===== src/core/frab_pkg.sv =====
package frab_pkg;

  // Datapath widths
  localparam int DATA_W = 8;
  localparam int FADDR_W = 5;
  localparam int PC_W = 11;
  localparam int LIT_W = 9;
  localparam int PAGE_W = 2;
  localparam int FILE_CNT = 32;

  // Reset values
  localparam logic [7:0] ACC_RST = 8'h00;
  localparam logic [7:0] FILE_RST = 8'h00;
  localparam logic [10:0] PC_RST = 11'h000;
  localparam logic ZERO_RST = 1'b0;

  // Constants used by the arithmetic
  localparam logic [7:0] DATA_ONE = 8'h01;
  localparam logic [7:0] DATA_ZERO = 8'h00;
  localparam logic [10:0] PC_STEP = 11'h001;

  // Destination select values
  localparam logic DEST_ACC = 1'b0;
  localparam logic DEST_FILE = 1'b1;

  // Operation codes handed over by the decoder
  typedef enum logic [2:0] {
    OP_NOP = 3'h0,
    OP_INCREMENT_FILE = 3'h1,
    OP_INCREMENT_SKIP_ZERO = 3'h2,
    OP_UNCONDITIONAL_BRANCH = 3'h3,
    OP_OR_LITERAL_ACCUM = 3'h4,
    OP_OR_ACCUM_FILE = 3'h5,
    OP_STORE_ACCUM_TO_FILE = 3'h6,
    OP_MOVE_FILE = 3'h7
  } frab_op_t;

  // Sequencer states, one-hot
  typedef enum logic [1:0] {
    ST_EXEC = 2'b01,
    ST_FLUSH = 2'b10
  } frab_state_t;

endpackage


===== src/core/frab_alu_if.sv =====
`timescale 1ns/1ps
interface frab_alu_if;
  // Operands from the core
  frab_pkg::frab_op_t op;
  logic dest;
  logic [7:0] acc;
  logic [7:0] fdata;
  logic [7:0] lit;
  // Results back to the core
  logic [7:0] result;
  logic zero;
  logic wr_acc;
  logic wr_file;
  logic upd_zero;
  logic skip;
  logic branch;

  modport alu (
    input op, dest, acc, fdata, lit,
    output result, zero, wr_acc, wr_file, upd_zero, skip, branch
  );
  modport core (
    output op, dest, acc, fdata, lit,
    input result, zero, wr_acc, wr_file, upd_zero, skip, branch
  );
endinterface // frab_alu_if


===== src/core/frab_alu.sv =====
`timescale 1ns/1ps
module frab_alu (
  // Operand and result bundle
  frab_alu_if.alu bus
);

  // Result value and write targets per operation
  always_comb
  begin
    bus.result = frab_pkg::DATA_ZERO;
    bus.wr_acc = 1'b0;
    bus.wr_file = 1'b0;
    bus.upd_zero = 1'b0;
    bus.branch = 1'b0;
    unique case (bus.op)
      frab_pkg::OP_NOP:
      begin
        bus.result = bus.acc;
      end
      frab_pkg::OP_INCREMENT_FILE:
      begin
        bus.result = 8'(bus.fdata + frab_pkg::DATA_ONE);
        bus.wr_acc = (bus.dest == frab_pkg::DEST_ACC);
        bus.wr_file = (bus.dest == frab_pkg::DEST_FILE);
        bus.upd_zero = 1'b1;
      end
      frab_pkg::OP_INCREMENT_SKIP_ZERO:
      begin
        // Flags left alone
        bus.result = 8'(bus.fdata + frab_pkg::DATA_ONE);
        bus.wr_acc = (bus.dest == frab_pkg::DEST_ACC);
        bus.wr_file = (bus.dest == frab_pkg::DEST_FILE);
      end
      frab_pkg::OP_UNCONDITIONAL_BRANCH:
      begin
        // Only the program counter moves
        bus.result = bus.acc;
        bus.branch = 1'b1;
      end
      frab_pkg::OP_OR_LITERAL_ACCUM:
      begin
        bus.result = bus.acc | bus.lit;
        bus.wr_acc = 1'b1;
        bus.upd_zero = 1'b1;
      end
      frab_pkg::OP_OR_ACCUM_FILE:
      begin
        bus.result = bus.acc | bus.fdata;
        bus.wr_acc = (bus.dest == frab_pkg::DEST_ACC);
        bus.wr_file = (bus.dest == frab_pkg::DEST_FILE);
        bus.upd_zero = 1'b1;
      end
      frab_pkg::OP_STORE_ACCUM_TO_FILE:
      begin
        bus.result = bus.acc;
        bus.wr_file = 1'b1;
      end
      frab_pkg::OP_MOVE_FILE:
      begin
        // In-place form rewrites the same value as a test
        bus.result = bus.fdata;
        bus.wr_acc = (bus.dest == frab_pkg::DEST_ACC);
        bus.wr_file = (bus.dest == frab_pkg::DEST_FILE);
        bus.upd_zero = 1'b1;
      end
    endcase
  end

  // Zero detect on the 8-bit result
  assign bus.zero = (bus.result == frab_pkg::DATA_ZERO);
  // Skip only for the skip form with a zero result
  assign bus.skip = (bus.op == frab_pkg::OP_INCREMENT_SKIP_ZERO) &&
                    bus.zero;

endmodule // frab_alu


===== src/core/frab_core.sv =====
`timescale 1ns/1ps
module frab_core (
  // Clock, reset, enable
  input wire logic clk_sys_i,
  input wire logic rst_i,
  input wire logic ce_i,
  // Decoded instruction
  input wire logic instr_valid_i,
  input wire frab_pkg::frab_op_t op_i,
  input wire logic [4:0] file_addr_i,
  input wire logic dest_i,
  input wire logic [8:0] lit_i,
  // Page select bits of the status register
  input wire logic [1:0] page_sel_i,
  // File register observation port
  input wire logic [4:0] peek_addr_i,
  output logic [7:0] peek_data_o,
  // Architectural state
  output logic [7:0] accum_o,
  output logic zero_o,
  output logic [10:0] pc_o,
  output logic skip_pending_o,
  // File write notification
  output logic file_wr_o,
  output logic [4:0] file_wr_addr_o,
  output logic [7:0] file_wr_data_o
);

  frab_pkg::frab_state_t state; // Sequencer state
  frab_pkg::frab_state_t next_state; // Sequencer next state
  logic [7:0] file_q [frab_pkg::FILE_CNT]; // File register storage
  logic [7:0] rd_data; // Addressed file register
  logic exec; // Instruction executes this cycle
  logic discard; // Fetched instruction dropped this cycle

  frab_alu_if alu_bus ();

  // Operand read
  assign rd_data = file_q[file_addr_i];
  // Execute only in the normal state
  assign exec = ce_i && instr_valid_i && (state == frab_pkg::ST_EXEC);
  // Dropped instruction behaves as a no-operation
  assign discard = ce_i && instr_valid_i &&
                   (state == frab_pkg::ST_FLUSH);

  // Operands into the arithmetic unit
  assign alu_bus.op = op_i;
  assign alu_bus.dest = dest_i;
  assign alu_bus.acc = accum_o;
  assign alu_bus.fdata = rd_data;
  assign alu_bus.lit = lit_i[7:0];

  frab_alu u_alu (
    .bus(alu_bus.alu)
  );

  // Next state: flush after a branch or a taken skip
  always_comb
  begin
    next_state = state;
    unique case (state)
      frab_pkg::ST_EXEC:
      begin
        if (exec && (alu_bus.skip || alu_bus.branch))
        begin
          next_state = frab_pkg::ST_FLUSH;
        end
      end
      frab_pkg::ST_FLUSH:
      begin
        if (discard)
        begin
          next_state = frab_pkg::ST_EXEC;
        end
      end
      default:
      begin
        next_state = frab_pkg::ST_EXEC;
      end
    endcase
  end

  // State register
  always_ff @(posedge clk_sys_i or posedge rst_i)
  begin
    if (rst_i)
    begin
      state <= frab_pkg::ST_EXEC;
    end
    else if (ce_i)
    begin
      state <= next_state;
    end
  end

  // Pending flush shown outside
  assign skip_pending_o = state[1];

  // Program counter
  always_ff @(posedge clk_sys_i or posedge rst_i)
  begin
    if (rst_i)
    begin
      pc_o <= frab_pkg::PC_RST;
    end
    else if (exec && alu_bus.branch)
    begin
      // Page bits fill the top of the target
      pc_o <= {page_sel_i, lit_i};
    end
    else if (exec || discard)
    begin
      pc_o <= 11'(pc_o + frab_pkg::PC_STEP);
    end
  end

  // Accumulator
  always_ff @(posedge clk_sys_i or posedge rst_i)
  begin
    if (rst_i)
    begin
      accum_o <= frab_pkg::ACC_RST;
    end
    else if (exec && alu_bus.wr_acc)
    begin
      accum_o <= alu_bus.result;
    end
  end

  // Zero flag, only for the flag-updating operations
  always_ff @(posedge clk_sys_i or posedge rst_i)
  begin
    if (rst_i)
    begin
      zero_o <= frab_pkg::ZERO_RST;
    end
    else if (exec && alu_bus.upd_zero)
    begin
      zero_o <= alu_bus.zero;
    end
  end

  // File registers, one process per entry
  for (genvar gi = 0; gi < frab_pkg::FILE_CNT; gi++)
  begin : g_file
    always_ff @(posedge clk_sys_i or posedge rst_i)
    begin
      if (rst_i)
      begin
        file_q[gi] <= frab_pkg::FILE_RST;
      end
      else if (exec && alu_bus.wr_file && (file_addr_i == 5'(gi)))
      begin
        file_q[gi] <= alu_bus.result;
      end
    end
  end

  // Write notification toward the file register space
  always_ff @(posedge clk_sys_i or posedge rst_i)
  begin
    if (rst_i)
    begin
      file_wr_o <= 1'b0;
      file_wr_addr_o <= 5'h00;
      file_wr_data_o <= frab_pkg::FILE_RST;
    end
    else if (ce_i)
    begin
      file_wr_o <= exec && alu_bus.wr_file;
      if (exec && alu_bus.wr_file)
      begin
        file_wr_addr_o <= file_addr_i;
        file_wr_data_o <= alu_bus.result;
      end
    end
  end

  // Observation read
  always_ff @(posedge clk_sys_i or posedge rst_i)
  begin
    if (rst_i)
    begin
      peek_data_o <= frab_pkg::FILE_RST;
    end
    else if (ce_i)
    begin
      peek_data_o <= file_q[peek_addr_i];
    end
  end

  // Checks
  logic [7:0] chk_inc; // Expected increment
  logic [7:0] chk_lit; // Literal low byte
  assign chk_inc = 8'(rd_data + frab_pkg::DATA_ONE);
  assign chk_lit = lit_i[7:0];
endmodule // frab_core


===== config.mk =====
export PLATFORM = sky130hd
export DESIGN_NAME = frab_core
export DESIGN_NICKNAME = d
export VERILOG_FILES = /design/src/core/frab_pkg.sv /design/src/core/frab_alu_if.sv /design/src/core/frab_alu.sv /design/src/core/frab_core.sv
export SDC_FILE = /design/constraint.sdc
export NUM_CORES = 1
export LEC_CHECK = 0
export BUFFER_PORTS_ARGS = -buffer_cell sky130_fd_sc_hd__buf_2
export CAP_MARGIN = 20
export CORE_MARGIN = 2
export CORE_UTILIZATION = 38
export DETAILED_ROUTE_END_ITERATION = 16
export PLACE_DENSITY = 0.63
export REMOVE_ABC_BUFFERS = 1
export SLEW_MARGIN = 30
export SYNTH_ARGS = -nofsm -noshare
export SYNTH_HDL_FRONTEND = slang
export SYNTH_SLANG_ARGS = --single-unit

===== constraint.sdc =====
create_clock -name clk_sys_i -period 18.1 [get_ports clk_sys_i]
set_input_delay 3.62 -clock clk_sys_i [delete_from_list [all_inputs] [get_ports clk_sys_i]]
set_output_delay 3.62 -clock clk_sys_i [all_outputs]
set_load 0.02 [all_outputs]

==> results of run 1 <==
-- path summary, 6_finish.rpt --
check / from / end / depth (start not counted)
min in group asynchronous: rst_i / file_wr_o / 2
setup reg to reg: file_q[105] / state[0] / 10
setup / recovery: file_addr_i[1] / state[0] / 13
max in group asynchronous: rst_i / peek_data_o[1] / 4
hold reg to reg: file_wr_data_o[7] / file_wr_data_o[7] / 2
hold / removal: file_wr_data_o[7] / file_wr_data_o[7] / 2
-- power by group --
group | total, mW | switching [mW] | internal (mW)
Combinational | 0.412 | 0.252 | 0.160
Clock | 0.710 | 0.278 | 0.432
Sequential | 0.827 | 0.0705 | 0.757
Total | 1.95 | 0.601 | 1.35
-- registers in the layout (all words and copies together) (netlist names), 2 cells and up --
register and flops:
file_wr_addr_o 5, state 2, file_wr_data_o 8, pc_o 11, file_q 256, peek_data_o 8, accum_o 8
-- worst max-delay path, stage by stage --
cell and delay (ps):
buf_4 530, buf_4 790, nand2b_1 320, o32ai_1 350, a311oi_1 120, o21ai_0 410
and2_1 260, ha_1 240, xnor2_1 140, mux2_2 720, and3b_1 320, nand4_4 120
o21a_1 210
-- per-layer routing --
| metal | part of all wire (%) | wire [um] | GRT usage [%] | up-vias |
|---|---|---|---|---|
| met5 | 0.20 | 93 | 1.56 | - |
| met4 | 2.6 | 1250 | 5.86 | 2 |
| met3 | 8.3 | 3950 | 3.89 | 90 |
| met2 | 46 | 22100 | 35.2 | 567 |
| met1 | 42 | 20200 | 30.8 | 6044 |
| li1 | - | - | - | 5318 |
-- logic make-up after synthesis --
logic type	after synthesis	synth area share, %
simple gates	410	10.9
compound gates	345	12.3
buf+inv	153	4.74
fa+ha+maj	2	0.156
flops	300	46.9
mux	233	24.7
xor+xnor	5	0.273
-- layout make-up --
class,count,area share (%)
clock buffer,53,5.96
clock inverter,5,0.420
inverter,28,0.629
multi-input combinational,995,43.7
sequential,300,42.0
tap,539,3.77
timing repair buffer,107,3.59
-- metrics by stage --
step,setup slack (ps),std cells
floorplan,6190,1323
global placement,9890,1968
detailed placement,9750,1968
CTS,10300,2026
global route,10050,2027
finish,10300,2027
-- cells in the final DEF (no fill, tap or decap), types with 8 or more instances in the layout --
cell       count
a21oi_1      166
mux2_2        40
buf_4         36
nand2_1      139
clkbuf_1       8
nand3_1       19
o21ai_0       89
o21ai_1       17
nor3_1        11
o22ai_1       11
buf_2         69
mux2i_1       68
clkbuf_16     37
inv_1         27
nor2_1       182
mux4_2       122
clkbuf_8       8
dfrtp_1      299
o221ai_1       8
==> summary.txt, run 1 <==
Pwr
  – Worst vdd ir: 60.2 uV
  – Lkg Pwr: 7.76 nW
  – Cell Pwr Density: 109 nW/um2
  – Total power: 1.95 mW

Route
  – Routed Antenna Nets: 0
  – Final WL: 47600 um
  – Routed wire length per instance: 23.5 um
  – DR vias/cell: 5.93
  – First-pass DRT Iterations: 6
  – Initial DRC Count: 1305
  – # DRC: 0
  – Via count: 12000

CTS
  – CTS Buf Count: 34
  – CTS tree: done
  – CTS max path bufs: 3
  – Root Driver: clkbuf_16
  – # H-tree levels: 2
  – Post-CTS Resized: 0
  – Clk_lat worst skew: 530 ps
  – Clock transition at the registers of the reported paths: 60 ps
  – Clk sinks: 300
  – CTS Hold Bufs: 0
  – Buffers inserted by post-CTS timing repair: 0

Synth
  – Cell with the most instances after synthesis: dfrtp_1
  – Most frequent cells after synthesis: 299 x dfrtp_1, 187 x nor2_1, 167 x a21oi_1
  – Yosys cell types: 72
  – Yosys top cell by area: dfrtp_1
  – Post-synth top area share: 46.7%
  – Area contributors post-synth: dfrtp_1 47%, mux4_2 17%, a21oi_1 5.2%
  – Synth Instances: 1448
  – Seq/Total Area, Yosys: 46.9%
  – Flops & latches, synth: 300
  – Share of flip-flops with an asynchronous set or reset: 100%
  – EDFF count, synth: 0
  – Main synth FF type: dfrtp_1
  – Post-Syn Area per Cell: 11.1 um2
  – Synth Cell Area: 16000 um2
  – Number of synthesis warnings: 0

Worst setup path
  – R2R Setup Slk: 14500 ps
  – CP endpoint kind: flop
  – Crit Path Max Fanout: 49
  – Critical Path Start Type: input pin
  – Critical Path AT: 8250 ps
  – Crit path required time: 18550 ps
  – Setup Crit Path Kind: in2reg

GRT
  – Congestion Overflow GR: 0
  – Vias in the first global route: 11800
  – GR Util All Layers: 21.9%
  – Largest net degree at the start of global routing: 99
  – Initial antenna violation count: 0
  – Global-route wire length before repair: 73500 um

Placement
  – GP Congestion: 0.861
  – I/O Buffers: 71
  – DP HPWL: 30600 um
  – Placed Area: 16700 um2

Floorplanning
  – Rows: 75
  – Core area: 41800 um2
  – IO Count: 72
  – Die width: 209 um
  – Die footprint: 43800 um2
  – Initial Util: 38.4%
  – Die Y-Extent: 209 um

Timing
  – Minimum clock period: 7800 ps
  – Fin. Hold Viols: 0
  – Worst Tran Pin Value: 1040 ps
  – Max Fclk: 128 MHz
  – RSZ-0062 raised after global routing: no
  – Worst hold margin: 472 ps
  – Max_slew headroom: 30.8%
  – Setup tns final: 0 ps
  – Worst Skew: 15.2 ps
  – Fin. max-slew vios: 0
  – Final cycle utilization of the critical path: 43.1%
  – Endpoints failing setup: 0

Final layout
  – Final nets: 1497
  – Reg area: 7510 um2
  – Area grow syn2layout: 11.7%
  – Antenna fix cells: 0
  – Multi-input logic area: 7820 um2
  – Share of cells above drive strength 1: 22.9%
  – Fin util: 42.8%
  – Post-route cell area: 17900 um2
  – Filler instances: 3873

Hold path
  – HP Class: reg2reg

Job
  – Max-cap violations: 0

Run status
  – Status: finished clean
Power figures use the tool's default switching activity.
==> inputs of run 2 (changes only) <==
Clock period 18.1 ns to 7.5 ns, I/O delays scaled along.
==> summary.txt, run 2 (synthesis gave the netlist of run 1 again) <==
CTS
  – CTS Hold Bufs: 0 (unchanged)
  – CTS Buf Count: 36 (was 34)
  – CTS tree: done (unchanged)
  – Post-CTS Resized: 0 (unchanged)
  – Clk_lat worst skew: 530 ps (about the same)
  – Buffers inserted by post-CTS timing repair: 0 (unchanged)
  – Clock transition at the registers of the reported paths: 60 ps (about the same)
  – # H-tree levels: 2 (unchanged)
  – Clk sinks: 300 (unchanged)
  – CTS max path bufs: 3 (unchanged)
  – Root Driver: clkbuf_16 (unchanged)

Timing
  – Worst hold margin: 475 ps (was 472 ps)
  – Worst Skew: 20.9 ps (was 15.2 ps)
  – Fin. max-slew vios: 0 (unchanged)
  – Worst Tran Pin Value: 901 ps (was 1040 ps)
  – Endpoints failing setup: 0 (unchanged)
  – Setup tns final: 0 ps (unchanged)
  – Final cycle utilization of the critical path: 69.2%
  – Fin. Hold Viols: 0 (unchanged)
  – RSZ-0062 raised after global routing: no (unchanged)
  – Max Fclk: 193 MHz
  – Minimum clock period: 5190 ps
  – Max_slew headroom: 39.9% (was 30.8%)

Worst setup path
  – Crit Path Max Fanout: 50 (was 49)
  – Critical Path AT: 5620 ps (was 8250 ps)
  – CP top delay family: simple AND/OR/NAND/NOR gates (was buffers and inverters)
  – Crit path required time: 7930 ps (was 18550 ps)
  – R2R cell count: 12 (was 10)
  – Slowest CP cell: nor2_2 (was buf_4)
  – CP peak stage delay: 720 ps (was 790 ps)
  – Worst r2r src: file_q[121] (was file_q[105])
  – Buf/Inv on CP: 3 (was 2)
  – Setup Crit Path Kind: in2reg (unchanged)
  – R2R Setup Slk: 3820 ps (was 14500 ps)
  – R2r endpoint: zero_o (was state[0])
  – Critical Path Start Type: input pin (unchanged)
  – CP endpoint kind: flop (unchanged)
  – Ordered list of cells on the worst path: buf_4, buf_4, mux2i_1, o22ai_1, nor3_1, o21ai_0, and2_1, ha_1, nand2_1, or4b_1, o221ai_1, nor2_2, buf_4, o211ai_1, o22ai_1 (was buf_4, buf_4, nand2b_1, o32ai_1, a311oi_1, o21ai_0, and2_1, ha_1, xnor2_1, mux2_2, and3b_1, nand4_4, o21a_1)
  – CP most frequent cell: buf_4 (unchanged)

Pwr
  – Worst vdd ir: 123 uV (was 60.2 uV)
  – Cell Pwr Density: 265 nW/um2 (was 109 nW/um2)
  – Total power: 4.77 mW (was 1.95 mW)
  – Lkg Pwr: 7.82 nW (was 7.76 nW)

Final layout
  – Final nets: 1503 (was 1497)
  – Biggest regs: file_q (256), pc_o (11) (unchanged)
  – Antenna fix cells: 0 (unchanged)
  – Share of cells above drive strength 1: 23.3% (was 22.9%)
  – Leading cell type in the layout, fill and taps excluded: dfrtp_1 (unchanged)
  – Filler instances: 3880 (was 3873)
  – Biggest register: file_q (unchanged)
  – Max FFs per register: 256 (unchanged)
  – Most frequent cells in the layout: 299 x dfrtp_1, 183 x nor2_1, 166 x a21oi_1, 139 x nand2_1, 122 x mux4_2 (was 299 x dfrtp_1, 182 x nor2_1, 166 x a21oi_1, 139 x nand2_1, 122 x mux4_2)
  – Area grow syn2layout: 12.4% (was 11.7%)

Floorplanning
  – Rows: 75 (unchanged)
  – Die width: 209 um (unchanged)
  – Core area: 41800 um2 (unchanged)
  – Die footprint: 43800 um2 (unchanged)
  – IO Count: 72 (unchanged)
  – Initial Util: 38.4% (unchanged)
  – Die Y-Extent: 209 um (unchanged)

Job
  – Max-cap violations: 0 (unchanged)

Route
  – # DRC: 0 (unchanged)
  – Via count: 12100 (was 12000)
  – Routed Antenna Nets: 0 (unchanged)
  – First-pass DRT Iterations: 5 (was 6)
  – Initial DRC Count: 1330 (was 1305)
  – Final WL: 47400 um (was 47600 um)
  – Routed wire length per instance: 23.3 um (was 23.5 um)
  – DR vias/cell: 5.94 (was 5.93)

Hold path
  – Hold Path Cell Cnt: 2 (unchanged)
  – Hold path endpoint: file_wr_data_o[3] (was file_wr_data_o[7])
  – HP Class: reg2reg (unchanged)
  – Worst hold start: file_wr_data_o[3] (was file_wr_data_o[7])

GRT
  – Largest net degree at the start of global routing: 175 (was 99)
  – Initial antenna violation count: 0 (unchanged)
  – Congestion Overflow GR: 0 (unchanged)
  – GR Util All Layers: 21.9% (about the same)
  – Global-route wire length before repair: 73100 um (was 73500 um)
  – Vias in the first global route: 12000 (was 11800)

Placement
  – I/O Buffers: 71 (unchanged)
  – GP Congestion: 0.874 (was 0.861)
  – DP HPWL: 31000 um (was 30600 um)

Run status
  – Status: finished clean (unchanged)
==> run 2: changes by cell type in the layout (fill, tap and decap cells not counted), moves of 2 or more <==
cell and change:
buf_4 +3, buf_16 +2, clkbuf_1 -2, inv_6 +2
==> run 2: through the flow <==
stage                     util [%]  cell area [um2]  worst slack (ps)  cells
after floorplan                  -            15400             -2290   1323
after global placement        40.1            16800              1870   1971
after detailed placement      40.2            16800              1810   1972
after CTS                     43.0            18000              2330   2033
after global routing          43.1            18000              1970   2034
final                         43.1            18000              2310   2034
==> run 2: final cells by class <==
class	instances	area (um2)	share of cell area, %
clock buffer	50	1040	5.80
sequential	300	7510	41.7
timing repair buffer	111	713	3.96
multi-input combinational	995	7810	43.4
inverter	28	118	0.653
tap	539	674	3.74
clock inverter	11	144	0.799
==> run 2: worst max-delay path by stage <==
stage | from | slack, ps | cells past startpoint | to
floorplan | rst_i | -2290 | 1 | accum_o[0]
global placement | file_addr_i[1] | 1870 | 15 | zero_o
detailed placement | file_addr_i[1] | 1810 | 15 | zero_o
CTS | file_addr_i[1] | 2330 | 15 | zero_o
global route | file_addr_i[1] | 1970 | 15 | zero_o
finish | file_addr_i[1] | 2310 | 15 | zero_o
==> run 2: per-layer routing <==
metal / up-vias / global-route usage [%] / part of all wire, %
met3: 139 / 4.47 / 8.2
met1: 6050 / 29.9 / 41
met4: 0 / 9.61 / 4.7
met5: - / 0 / 0
met2: 563 / 34.0 / 46
li1: 5328 / - / -
==> run 2: report_power, final <==
part	switching (mW)	leakage, nW	internal (mW)
Sequential	0.173	3.93	1.83
Clock	0.687	0.585	1.07
Combinational	0.614	3.31	0.392
==> run 2: tightest hold or removal path: stages (launching register included) <==
cell and delay [ps]:
dfrtp_1 340, nand2_1 40, o21ai_0 60
